==> src/hdl/gcd_pkg.sv <==
// Constants, register map and types for the graphics command dispatcher.
// Assumes a 32-bit AHB-Lite register bus and external queues and pixel engine.
package gcd_pkg;

  // ----------------------------------------------------------------------
  // Register map (byte addresses)
  // ----------------------------------------------------------------------
  localparam logic [7:0] OFS_STATUS = 8'h00;
  localparam logic [7:0] OFS_COMMAND = 8'h04;
  localparam logic [7:0] OFS_THRESH = 8'h08;
  localparam logic [7:0] OFS_RECT_MIN = 8'h0c;
  localparam logic [7:0] OFS_RECT_MAX = 8'h10;
  localparam logic [7:0] OFS_CTRL = 8'h14;
  localparam logic [7:0] OFS_TRANS_COL = 8'h18;
  localparam logic [7:0] OFS_LINE_COL = 8'h1c;
  localparam logic [7:0] OFS_FLAG_CLR = 8'h20;

  // ----------------------------------------------------------------------
  // Status flag positions
  // ----------------------------------------------------------------------
  localparam int FB_INQ_FULL = 0;
  localparam int FB_INQ_EMPTY = 1;
  localparam int FB_INQ_HIGH = 2;
  localparam int FB_INQ_LOW = 3;
  localparam int FB_OUTQ_FULL = 4;
  localparam int FB_OUTQ_EMPTY = 5;
  localparam int FB_OUTQ_HIGH = 6;
  localparam int FB_OUTQ_LOW = 7;
  localparam int FB_ENGINE_BUSY = 8;
  localparam int FB_BAD_CODE = 16;
  localparam int FB_OVERFLOW = 17;
  localparam int FB_CMD_WEN = 22;

  // ----------------------------------------------------------------------
  // Queues
  // ----------------------------------------------------------------------
  localparam int LVL_W = 6;
  localparam logic [LVL_W-1:0] QUEUE_DEPTH = 6'h20;
  localparam logic [LVL_W-1:0] THR_LOW_RST = 6'h04;
  localparam logic [LVL_W-1:0] THR_HIGH_RST = 6'h1c;

  // ----------------------------------------------------------------------
  // Command codes and fields
  // ----------------------------------------------------------------------
  localparam logic [7:0] CODE_SOFT_RESET = 8'h00;
  localparam logic [7:0] CODE_RAW_BITMAP = 8'h01;
  localparam logic [7:0] CODE_RLE_BITMAP = 8'h02;
  localparam logic [7:0] CODE_DRAW_LINE = 8'h03;
  localparam int CODE_LANE = 0;

  typedef struct packed {
    logic [15:0] min_x;
    logic [15:0] min_y;
    logic [15:0] max_x;
    logic [15:0] max_y;
    logic [3:0] command_layer;
    logic use_command_layer;
    logic command_enable;
    logic [1:0] draw_direction;
    logic [1:0] draw_mirror;
    logic transparent_colour_enable;
    logic [23:0] transparent_colour_value;
    logic [23:0] line_colour;
    logic [2:0] depth;
    logic [31:0] word_count;
  } gcd_params_t;

endpackage : gcd_pkg

==> src/hdl/gcd_dispatch.sv <==
// Command front end of the graphics controller: AHB-Lite register slave,
// status flags and command dispatch to the pixel engine.
// Assumes external input/output queues reporting fill levels and a pixel
// engine that holds engine_busy while it executes a command.
//
// Overview of operation
// - Status bit 8 is high while the pixel engine executes a command.
// - Status bit 7 set while output queue level at or below lower threshold.
// - Status bit 6 set while output queue level at or above upper threshold.
// - Status bit 5 set while output queue is empty.
// - Status bit 4 set while output queue is full.
// - Status bit 3 set while input queue level at or below lower threshold.
// - Status bit 2 set while input queue level at or above upper threshold.
// - Status bit 1 set while input queue is empty.
// - Status bit 0 set while input queue is full.
// - Command word is 32 bits: code in bits 7:0, parameters in 31:8.
// - Partial command writes update only the written bytes.
// - Writing the code byte starts the command; parameters must come first or together.
// - Parameter bits are ignored by commands that take none.
// - Parameter registers are double buffered and apply at next command start.
// - Code 00h resets command units and clears all queues.
// - Code 01h stores an uncompressed bitmap; word count area*bpp/32.
// - Bitmap stores use rectangle, layer and mirroring settings.
// - Code 02h stores a run-length compressed bitmap.
// - Code 03h draws lines endlessly in the line colour from queue points.
// - With use-command-layer set, line endpoints take the command layer.
// - Bit 22 shows when a command may be written.
// - Writing a command while bit 22 is low sets overflow bit 17.
// - Undefined code sets bad-code bit 16 and acts as no-operation.
//
// The implementer's own choices: the register offsets and the AHB-Lite interface to the registers.
module gcd_dispatch (
  input wire logic clk,
  input wire logic sys_rst,
  input wire logic hsel,
  input wire logic [31:0] haddr,
  input wire logic [1:0] htrans,
  input wire logic hwrite,
  input wire logic [2:0] hsize,
  input wire logic [31:0] hwdata,
  input wire logic hready,
  output logic hreadyout,
  output logic [31:0] hrdata,
  output logic hresp,
  input wire logic [gcd_pkg::LVL_W-1:0] inq_level,
  input wire logic [gcd_pkg::LVL_W-1:0] outq_level,
  input wire logic engine_busy,
  output logic engine_start,
  output logic [7:0] engine_code,
  output gcd_pkg::gcd_params_t engine_params,
  output logic unit_reset,
  output logic queue_clear
);
  import gcd_pkg::*;

  // ----------------------------------------------------------------------
  // Helper functions
  // ----------------------------------------------------------------------
  // Colour depth codes: 0..5 select 1, 2, 4, 8, 16, 24 bits per pixel
  function automatic logic [5:0] gcd_bpp(input logic [2:0] depth);
    unique case (depth)
      3'h0: gcd_bpp = 6'h01;
      3'h1: gcd_bpp = 6'h02;
      3'h2: gcd_bpp = 6'h04;
      3'h3: gcd_bpp = 6'h08;
      3'h4: gcd_bpp = 6'h10;
      default: gcd_bpp = 6'h18;
    endcase
  endfunction : gcd_bpp

  // Keeps only the colour bits that the depth uses
  function automatic logic [23:0] gcd_col_mask(input logic [2:0] depth);
    gcd_col_mask = (24'h000001 << gcd_bpp(depth)) - 24'h000001;
    if (depth > 3'h4) begin
      gcd_col_mask = 24'hffffff;
    end
  endfunction : gcd_col_mask

  // AHB byte lanes from hsize and the low address bits
  function automatic logic [3:0] gcd_lanes(input logic [2:0] size, input logic [1:0] a);
    unique case (size)
      3'h0: gcd_lanes = 4'h1 << a;
      3'h1: gcd_lanes = a[1] ? 4'hc : 4'h3;
      default: gcd_lanes = 4'hf;
    endcase
  endfunction : gcd_lanes

  // Byte-lane merge of write data into a stored word
  function automatic logic [31:0] gcd_merge(input logic [31:0] old, input logic [31:0] nw,
                                            input logic [3:0] be);
    for (int i = 0; i < 4; i++) begin
      gcd_merge[8*i +: 8] = be[i] ? nw[8*i +: 8] : old[8*i +: 8];
    end
  endfunction : gcd_merge

  // ----------------------------------------------------------------------
  // Bus address phase capture
  // ----------------------------------------------------------------------
  logic wr_pend_r, wr_pend_nxt;
  logic [7:0] wr_addr_r, wr_addr_nxt;
  logic [3:0] wr_be_r, wr_be_nxt;
  logic [31:0] hrdata_r, hrdata_nxt;
  logic addr_taken;
  logic addr_mapped;

  // ----------------------------------------------------------------------
  // Host-visible shadow registers
  // ----------------------------------------------------------------------
  logic [31:0] command_word_r, command_word_nxt;
  logic [31:0] thresh_r, thresh_nxt;
  logic [31:0] rect_min_r, rect_min_nxt;
  logic [31:0] rect_max_r, rect_max_nxt;
  logic [31:0] ctrl_r, ctrl_nxt;
  logic [23:0] trans_col_r, trans_col_nxt;
  logic [23:0] line_col_r, line_col_nxt;

  // ----------------------------------------------------------------------
  // Dispatch and status state
  // ----------------------------------------------------------------------
  logic [31:0] status_r, status_nxt;
  logic pending_r, pending_nxt;
  logic overflow_r, overflow_nxt;
  logic bad_code_r, bad_code_nxt;
  logic start_r, start_nxt;
  logic [7:0] code_r, code_nxt;
  gcd_params_t params_r, params_nxt;
  logic unit_reset_r, unit_reset_nxt;
  logic queue_clear_r, queue_clear_nxt;

  logic cmd_wen;
  logic cmd_write;
  logic flag_reset;
  logic [31:0] wdata_merged;
  logic [7:0] new_code;
  logic [15:0] span_x, span_y;
  logic [47:0] area_bits;

  assign addr_taken = hsel & hready & htrans[1];
  assign addr_mapped = haddr[31:8] == 24'h000000;
  assign cmd_wen = ~engine_busy & ~pending_r;
  assign wdata_merged = gcd_merge(command_word_r, hwdata, wr_be_r);
  assign new_code = wdata_merged[7:0];
  assign cmd_write = wr_pend_r & (wr_addr_r == OFS_COMMAND) & wr_be_r[CODE_LANE];
  assign flag_reset = wr_pend_r & (wr_addr_r == OFS_FLAG_CLR);

  // ----------------------------------------------------------------------
  // Bus slave
  // ----------------------------------------------------------------------
  always_comb begin
    wr_pend_nxt = addr_taken & hwrite & addr_mapped;
    wr_addr_nxt = wr_addr_r;
    wr_be_nxt = wr_be_r;
    hrdata_nxt = hrdata_r;
    if (addr_taken) begin
      wr_addr_nxt = {haddr[7:2], 2'b00};
      wr_be_nxt = gcd_lanes(hsize, haddr[1:0]);
    end
    if (addr_taken & ~hwrite) begin
      if (!addr_mapped) begin
        hrdata_nxt = 32'h00000000;
      end else begin
        unique case ({haddr[7:2], 2'b00})
          OFS_STATUS: hrdata_nxt = status_r;
          OFS_THRESH: hrdata_nxt = thresh_r;
          OFS_RECT_MIN: hrdata_nxt = rect_min_r;
          OFS_RECT_MAX: hrdata_nxt = rect_max_r;
          OFS_CTRL: hrdata_nxt = ctrl_r;
          OFS_TRANS_COL: hrdata_nxt = {8'h00, trans_col_r};
          OFS_LINE_COL: hrdata_nxt = {8'h00, line_col_r};
          default: hrdata_nxt = 32'h00000000;
        endcase
      end
    end
  end

  always_ff @(posedge clk or posedge sys_rst) begin
    if (sys_rst) begin
      wr_pend_r <= 1'b0;
      wr_addr_r <= 8'h00;
      wr_be_r <= 4'h0;
      hrdata_r <= 32'h00000000;
    end else begin
      wr_pend_r <= wr_pend_nxt;
      wr_addr_r <= wr_addr_nxt;
      wr_be_r <= wr_be_nxt;
      hrdata_r <= hrdata_nxt;
    end
  end

  // ----------------------------------------------------------------------
  // Shadow register writes
  // ----------------------------------------------------------------------
  always_comb begin
    command_word_nxt = command_word_r;
    thresh_nxt = thresh_r;
    rect_min_nxt = rect_min_r;
    rect_max_nxt = rect_max_r;
    ctrl_nxt = ctrl_r;
    trans_col_nxt = trans_col_r;
    line_col_nxt = line_col_r;
    if (wr_pend_r) begin
      unique case (wr_addr_r)
        OFS_COMMAND: command_word_nxt = wdata_merged;
        OFS_THRESH: thresh_nxt = gcd_merge(thresh_r, hwdata, wr_be_r);
        OFS_RECT_MIN: rect_min_nxt = gcd_merge(rect_min_r, hwdata, wr_be_r);
        OFS_RECT_MAX: rect_max_nxt = gcd_merge(rect_max_r, hwdata, wr_be_r);
        OFS_CTRL: ctrl_nxt = gcd_merge(ctrl_r, hwdata, wr_be_r);
        OFS_TRANS_COL: trans_col_nxt = 24'(gcd_merge({8'h00, trans_col_r}, hwdata, wr_be_r));
        OFS_LINE_COL: line_col_nxt = 24'(gcd_merge({8'h00, line_col_r}, hwdata, wr_be_r));
        default: ;
      endcase
    end
  end

  always_ff @(posedge clk or posedge sys_rst) begin
    if (sys_rst) begin
      command_word_r <= 32'h00000000;
      thresh_r <= {2'b00, THR_HIGH_RST, 2'b00, THR_LOW_RST, 2'b00, THR_HIGH_RST, 2'b00,
                   THR_LOW_RST};
      rect_min_r <= 32'h00000000;
      rect_max_r <= 32'h00000000;
      ctrl_r <= 32'h00000000;
      trans_col_r <= 24'h000000;
      line_col_r <= 24'h000000;
    end else begin
      command_word_r <= command_word_nxt;
      thresh_r <= thresh_nxt;
      rect_min_r <= rect_min_nxt;
      rect_max_r <= rect_max_nxt;
      ctrl_r <= ctrl_nxt;
      trans_col_r <= trans_col_nxt;
      line_col_r <= line_col_nxt;
    end
  end

  // ----------------------------------------------------------------------
  // Command dispatch
  // ----------------------------------------------------------------------
  assign span_x = rect_max_r[15:0] - rect_min_r[15:0] + 16'h0001;
  assign span_y = rect_max_r[31:16] - rect_min_r[31:16] + 16'h0001;
  assign area_bits = 48'(span_x) * 48'(span_y) * 48'(gcd_bpp(ctrl_r[14:12]));

  always_comb begin
    // Busy holds from start until the engine raises its own flag
    pending_nxt = pending_r & ~engine_busy;
    overflow_nxt = overflow_r;
    bad_code_nxt = bad_code_r;
    start_nxt = 1'b0;
    code_nxt = code_r;
    params_nxt = params_r;
    unit_reset_nxt = 1'b0;
    queue_clear_nxt = 1'b0;
    if (flag_reset) begin
      overflow_nxt = 1'b0;
      bad_code_nxt = 1'b0;
    end
    if (cmd_write & ~cmd_wen) begin
      overflow_nxt = 1'b1;
    end else if (cmd_write) begin
      unique case (new_code)
        CODE_SOFT_RESET: begin
          unit_reset_nxt = 1'b1;
          queue_clear_nxt = 1'b1;
          pending_nxt = 1'b0;
        end
        CODE_RAW_BITMAP, CODE_RLE_BITMAP, CODE_DRAW_LINE: begin
          start_nxt = 1'b1;
          pending_nxt = 1'b1;
          code_nxt = new_code;
          // Shadow values become active only here
          params_nxt.min_x = rect_min_r[15:0];
          params_nxt.min_y = rect_min_r[31:16];
          params_nxt.max_x = rect_max_r[15:0];
          params_nxt.max_y = rect_max_r[31:16];
          params_nxt.command_layer = ctrl_r[3:0];
          params_nxt.use_command_layer = ctrl_r[4];
          params_nxt.command_enable = ctrl_r[5];
          params_nxt.draw_direction = ctrl_r[7:6];
          params_nxt.draw_mirror = ctrl_r[9:8];
          params_nxt.transparent_colour_enable = ctrl_r[10];
          params_nxt.transparent_colour_value = trans_col_r;
          params_nxt.line_colour = line_col_r & gcd_col_mask(ctrl_r[14:12]);
          params_nxt.depth = ctrl_r[14:12];
          params_nxt.word_count = 32'(area_bits >> 5);
        end
        default: bad_code_nxt = 1'b1;
      endcase
    end
  end

  always_ff @(posedge clk or posedge sys_rst) begin
    if (sys_rst) begin
      pending_r <= 1'b0;
      overflow_r <= 1'b0;
      bad_code_r <= 1'b0;
      start_r <= 1'b0;
      code_r <= 8'h00;
      params_r <= '0;
      unit_reset_r <= 1'b0;
      queue_clear_r <= 1'b0;
    end else begin
      pending_r <= pending_nxt;
      overflow_r <= overflow_nxt;
      bad_code_r <= bad_code_nxt;
      start_r <= start_nxt;
      code_r <= code_nxt;
      params_r <= params_nxt;
      unit_reset_r <= unit_reset_nxt;
      queue_clear_r <= queue_clear_nxt;
    end
  end

  // ----------------------------------------------------------------------
  // Status flags
  // ----------------------------------------------------------------------
  always_comb begin
    status_nxt = 32'h00000000;
    status_nxt[FB_INQ_FULL] = inq_level == QUEUE_DEPTH;
    status_nxt[FB_INQ_EMPTY] = inq_level == '0;
    status_nxt[FB_INQ_HIGH] = inq_level >= thresh_r[13:8];
    status_nxt[FB_INQ_LOW] = inq_level <= thresh_r[5:0];
    status_nxt[FB_OUTQ_FULL] = outq_level == QUEUE_DEPTH;
    status_nxt[FB_OUTQ_EMPTY] = outq_level == '0;
    status_nxt[FB_OUTQ_HIGH] = outq_level >= thresh_r[29:24];
    status_nxt[FB_OUTQ_LOW] = outq_level <= thresh_r[21:16];
    status_nxt[FB_ENGINE_BUSY] = engine_busy | pending_r;
    // Flag clear zeroes level and busy bits for one update
    if (flag_reset) begin
      status_nxt[FB_ENGINE_BUSY:0] = '0;
    end
    status_nxt[FB_BAD_CODE] = bad_code_nxt;
    status_nxt[FB_OVERFLOW] = overflow_nxt;
    status_nxt[FB_CMD_WEN] = cmd_wen & ~start_nxt;
  end

  always_ff @(posedge clk or posedge sys_rst) begin
    if (sys_rst) begin
      status_r <= 32'h00000000;
    end else begin
      status_r <= status_nxt;
    end
  end

  // ----------------------------------------------------------------------
  // Outputs
  // ----------------------------------------------------------------------
  logic hready_r, hresp_r;

  always_ff @(posedge clk or posedge sys_rst) begin
    if (sys_rst) begin
      hready_r <= 1'b1;
      hresp_r <= 1'b0;
    end else begin
      hready_r <= 1'b1;
      hresp_r <= 1'b0;
    end
  end

  assign hreadyout = hready_r;
  assign hresp = hresp_r;
  assign hrdata = hrdata_r;
  assign engine_start = start_r;
  assign engine_code = code_r;
  assign engine_params = params_r;
  assign unit_reset = unit_reset_r;
  assign queue_clear = queue_clear_r;

endmodule : gcd_dispatch

==> config.mk <==
export PLATFORM = sky130hd
export DESIGN_NAME = gcd_dispatch
export DESIGN_NICKNAME = d
export VERILOG_FILES = /design/src/hdl/gcd_pkg.sv /design/src/hdl/gcd_dispatch.sv
export SDC_FILE = /design/constraint.sdc
export NUM_CORES = 2
export LEC_CHECK = 0
export BUFFER_PORTS_ARGS = -buffer_cell sky130_fd_sc_hd__buf_2
export CORE_ASPECT_RATIO = 0.8
export CORE_MARGIN = 2
export CORE_UTILIZATION = 56
export DETAILED_ROUTE_END_ITERATION = 8
export PLACE_DENSITY_LB_ADDON = 0.2
export REMOVE_ABC_BUFFERS = 1
export SYNTH_ARGS = -nofsm -noshare
export SYNTH_HDL_FRONTEND = slang
export SYNTH_SLANG_ARGS = --single-unit
==> constraint.sdc <==
create_clock -name clk -period 12.2 [get_ports clk]
set_clock_uncertainty 0.05 [all_clocks]
set_input_delay 0.61 -clock clk [delete_from_list [all_inputs] [get_ports clk]]
set_output_delay 0.61 -clock clk [all_outputs]
set_load 0.01 [all_outputs]
Word-level counts from Yosys, hierarchy flattened
Index checks and enable logic that the tools add are counted.
{ "op_classes": {"n_addsub": 5, "n_bitwise": 20, "magnitude_cmp": 5, "mul": 2, "reduce_logical": 33, "n_shift": 2, "eq_ne": 24, "mux": 29} }
{ "op_table": {"columns": ["cell", "count"], "rows": [
  ["32-bit case mux with 7 select lines", 1],
  ["24-bit two-way mux", 4],
  ["3-bit AND reduction", 23],
  ["6-bit by 3-bit equality test with 1-bit output (second input constant)", 8],
  ["32-bit by 6-bit multiplier with 37-bit output", 1],
  ["16-bit by 1-bit adder with 16-bit output (second input constant)", 2],
  ["16-bit by 16-bit multiplier with 32-bit output", 1],
  ["32-bit two-way mux", 1],
  ["16-bit subtractor", 2],
  ["5-bit case mux with 5 select lines", 1],
  ["24-bit bitwise AND", 1],
  ["6-bit by 2-bit equality test with 1-bit output (second input constant)", 4],
  ["24-bit logical NOT", 1],
  ["1-bit by 6-bit << shifter with 24-bit output (first input constant)", 1],
  ["24-bit by 1-bit subtractor with 24-bit output (second input constant)", 1],
  ["6-bit logical NOT", 3],
  ["6-bit two-way mux", 3],
  ["8-bit by 2-bit equality test with 1-bit output (second input constant)", 2],
  ["1-bit two-way mux", 14],
  ["1-bit bitwise AND", 12],
  ["6-bit equality test (second input constant)", 2],
  ["6-bit greater-or-equal comparator", 2],
  ["6-bit <= comparator", 2],
  ["9-bit two-way mux", 1],
  ["19 further kinds", 27]
]} }
{ "word_totals": {"reg_bits": 410, "word_cells": 168, "in_bits": 87, "output_inout_bits": 203} }

Depth between registers and ports, before layout
{ "logic_depth": {"ltp_word": 13, "depth_mapped": 49, "mapped_depth_nobuf": 47} }

Worst setup path before layout
No wires, ideal clock.
{ "synth_timing": {"path_type": "reg-to-reg", "from": "register rect_min_r[1]", "to": "register params_r, in the netlist engine_params[31]", "setup_ps": 69, "n_path_buf": 2, "stages_incl_launch_ff": 47, "arrival_time_ps": 11381, "slack_ps": 700, "t_required_ps": 12081, "period_less_slack_ps": 11500, "cell_sequence": "dfrtp_1 > ha_1 > inv_1 > ha_1 > fa_1 > a21oi_1 > o21bai_1 > a21oi_1 > o21ai_0 > a211oi_1 > a21oi_1 > xor2_1 > buf_2 > nand2_1 > fa_1 > fa_1 > inv_1 > fa_1 > [... 11 more ...] > nand2b_1 > a21oi_1 > xor2_1 > nor2_1 > fa_1 > inv_1 > fa_1 > inv_1 > fa_1 > ha_1 > and3_1 > and2_1 > a21oi_1 > o21ai_0 > o2111ai_1 > a21oi_1 > or4_1 > nand3_1"} }
{ "synth_between": {"elab_chain_cells": 4} }
{ "synth_rtl": {"columns": ["item", "line_no", "rtl"], "rows": [
  ["start, declared", "gcd_dispatch.sv:111", "logic [31:0] rect_min_r, rect_min_nxt;"],
  ["start signal, assigned", "gcd_dispatch.sv:228", "rect_min_r <= rect_min_nxt;"],
  ["16-bit subtractor", "gcd_dispatch.sv:239", "assign span_x = rect_max_r[15:0] - rect_min_r[15:0] + 16'h0001;"],
  ["16-bit by 1-bit adder with 16-bit output", "gcd_dispatch.sv:239", null],
  ["16-bit by 16-bit multiplier with 32-bit output", "gcd_dispatch.sv:241", "assign area_bits = 48'(span_x) * 48'(span_y) * 48'(gcd_bpp(ctrl_r[14:12]));"],
  ["32-bit by 6-bit multiplier with 37-bit output", "gcd_dispatch.sv:241", null],
  ["end signal, assigned", "gcd_dispatch.sv:307", "params_r <= params_nxt;"],
  ["end, declared", "gcd_dispatch.sv:126", "gcd_params_t params_r, params_nxt;"]
]} }
Every way passes these cells.
A chain may end at the register's enable or synchronous reset.

Worst setup path in the final report
{ "layout_timing": {"from": "register rect_min_r[2]", "to": "register params_r, in the netlist engine_params[31]"} }
The elaborated chain is that of the path after synthesis.

==> summary.txt <==
Status
  – Status: finished clean

Drt
  – DR DRC count: 0
  – DR pass1 iterations: 5
  – Final antenna-violating net count: 0
  – Drt initial violations: 2337
  – Via-to-Cell Ratio: 5.68
  – Routed len/inst: 19.8 um
  – WL final: 89500 um
  – Vias: 25644

Yosys
  – Post-Synthesis Cells: 3405
  – Ys Warns: 0
  – Dominant cells by area after synthesis: dfrtp_1 31%, fa_1 18%, ha_1 8.9%
  – EDFF count, synth: 0
  – Main synth FF type: dfrtp_1
  – Syn Std Cell Area: 32300 um2
  – Adder-Cell Fraction of Synth Area: 26.6%
  – Post-Synth Simple-Gate Area: 16.4%
  – Synth unique cells: 78
  – Cell with the most instances after synthesis: nand2_1
  – Most frequent cells after synthesis: 641 x nand2_1, 400 x dfrtp_1, 380 x inv_1, 285 x fa_1, 230 x ha_1
  – Syn_area_per_cell: 9.49 um2
  – Cell taking the most area after synthesis: dfrtp_1
  – Area share of the largest cell type after synthesis: 31.0%
  – Post-synthesis compound-gate area fraction: 9.26%
  – Largest family of logic cells by synthesized area: adder cells
  – Number of synthesized register bits: 408
  – Sequential area share after synthesis: 31.6%
  – Mux cell area share after synthesis: 7.67%
  – Synth Area in XOR/XNOR: 2.30%
  – Ys async rst share: 100%

Timing
  – Final count of pins violating max slew: 0
  – Fin Hold WS: 0.108 ns
  – Fin crit share: 96.4%
  – Final hold violation count: 0
  – Worst slew pin tran: 1.14 ns
  – Fin crit period: 11.76 ns
  – Peak Freq: 85.0 MHz
  – Final setup vio count: 0
  – Relative max-transition margin: 23.7%

Die
  – Die width: 273 um
  – Area of the die: 59700 um2
  – Core Box Area: 56900 um2
  – Initial core utilization: 56.8%
  – Die Span Y: 219 um
  – Ports: 290
  – FP Rows: 78

Hold path
  – Hold WC Path Type: input pin to asynchronous set/reset pin

Clock tree
  – Root Driver: clkbuf_16
  – CTS Sinks: 408
  – CTS tree: yes
  – Number of hold buffers added after cts: 0
  – Clock transition at path regs: 0.06 ns
  – H-tree Lvls: 2
  – Worst skew pair latency: 0.58 ns
  – Max Buffers Root-to-Sink: 3
  – Num CTS Buffers: 42

Worst setup path
  – Most common cell on crit path: fa_1
  – Critical Path Source Type: flop
  – CP max stage delay: 0.55 ns
  – Setup crit end kind: flop
  – Crit-path slowest cell: fa_1
  – Arrival time of the worst setup path: 12.22 ns
  – Crit path max fanout: 5
  – Crit Path Class: flop to flop
  – Worst Path Required: 12.66 ns

Global routing
  – Grt ovf: 0
  – Largest net degree at the start of global routing: 127
  – Initial antenna violation count: 4
  – GRT Util Overall: 30.3%
  – First-pass GRT wire length: 141000 um
  – Number of global-route vias before repair: 25132

Layout
  – Nets: 4322
  – Layout area overhead: 13.2%
  – Post-route design area: 36600 um2
  – Share of layout cells above drive strength 1: 18.5%

Place
  – Dpl hpwl: 69100 um
  – Area after DPL: 35000 um2
  – # port buffers: 286
  – Routability cong.: 0.950

Run
  – Max Cap Violations: 0
==> sequential cells by signal (all words and copies together), names as in the netlist, 4 cells and up <==
signal	count
wr_be_r	4
hrdata	32
wr_addr_r	6
engine_params	158
command_word_r	8
trans_col_r	24
line_col_r	24
thresh_r	32
status_r	12
engine_code	8
ctrl_r	32
rect_min_r	32
rect_max_r	32
==> layout make-up <==
class | count | area (um2)
Fill cell | 4810 | 20300
Tap cell | 760 | 951
Antenna cell | 2 | 5.00
Multi-Input combinational cell | 2482 | 20300
Sequential cell | 408 | 10200
Timing Repair Buffer | 405 | 2340
Clock buffer | 64 | 1220
Clock inverter | 11 | 118
Inverter | 381 | 1440
==> routing by layer <==
metal	routed length, um	global-route usage, %	part of all wire, %	up-vias
met2	38600	44.2	43	969
met1	41600	46.1	46	12772
met3	7510	6.24	8.4	124
met5	11	0	0.012	-
met4	1770	7.01	2.0	2
li1	-	-	-	11777
==> cells by family after synthesis <==
kind of cell	after synthesis
other	2
AO/OA/AOI/OAI	461
XOR/XNOR	83
AND/OR/NAND/NOR	1192
adder cells (fa/ha/maj)	515
buffers and inverters	516
flip-flops	408
multiplexers	228
==> worst paths after layout <==
path	start	endpoint	slack, ns	depth (start not counted)
max in group asynchronous	sys_rst	engine_params[0]	9.46	4
worst max register to register	rect_min_r[2]	engine_params[31]	0.44	44
worst max-delay path	rect_min_r[2]	engine_params[31]	0.44	44
min in group clk	engine_busy	pending_r	0.18	2
worst min-delay path	sys_rst	engine_params[55]	0.11	2
worst min register to register	engine_params[54]	engine_params[54]	0.41	2
==> worst max-delay path, delay by kind of cell, from the launching register on <==
kind / cells / cell delay (ns)
AOI/OAI and AO/OA: 13 / 2.73
xor gates and xnor gates: 2 / 0.35
adders and majority gates: 13 / 5.77
buffers and inverters: 7 / 0.64
DFF: 1 / 0.40
and+or+nand+nor: 9 / 1.74
==> through the flow <==
step / util (%) / cells / setup WS, ns / setup TNS (ns)
global placement: 61.6 / 4429 / 0.382 / 0
detailed placement: 61.6 / 4429 / 0.263 / 0
finish: 64.3 / 4513 / 0.440 / 0
floorplan: - / 3271 / 0.202 / 0
CTS: 63.9 / 4504 / 0.224 / 0
global route: 64.3 / 4513 / -0.0170 / -0.0216
==> placed cells by master (no fill, tap or decap), drive strengths merged, types with 7 or more instances in the layout <==
master,instances
o21bai,15
fa,285
buf,405
o22ai,18
ha,230
a31oi,18
a221oi,15
or2,13
nand2,641
or4,7
and2,107
nand2b,22
inv,384
xor2,34
o31ai,9
dfstp,8
nor4,12
clkbuf,64
a211oi,21
o211ai,8
nor2,205
nor3,32
and3,17
dfrtp,400
a21oi,95
xnor2,49
nand4,22
a21o,34
mux2,156
nand3,52
o21ai,170
or3,11
nor3b,8
o21a,18
o221ai,8
nor2b,28
mux2i,72
==> repair_timing <==
| item | CTS | global route |
|---|---|---|
| setup endpoints to repair | 0 | 12 |
| resized for setup | 0 | 29 |
| setup buffers | 0 | 7 |
Power is not shown: default switching activity piles up to over one toggle a cycle in this logic, so the estimate is an artifact.
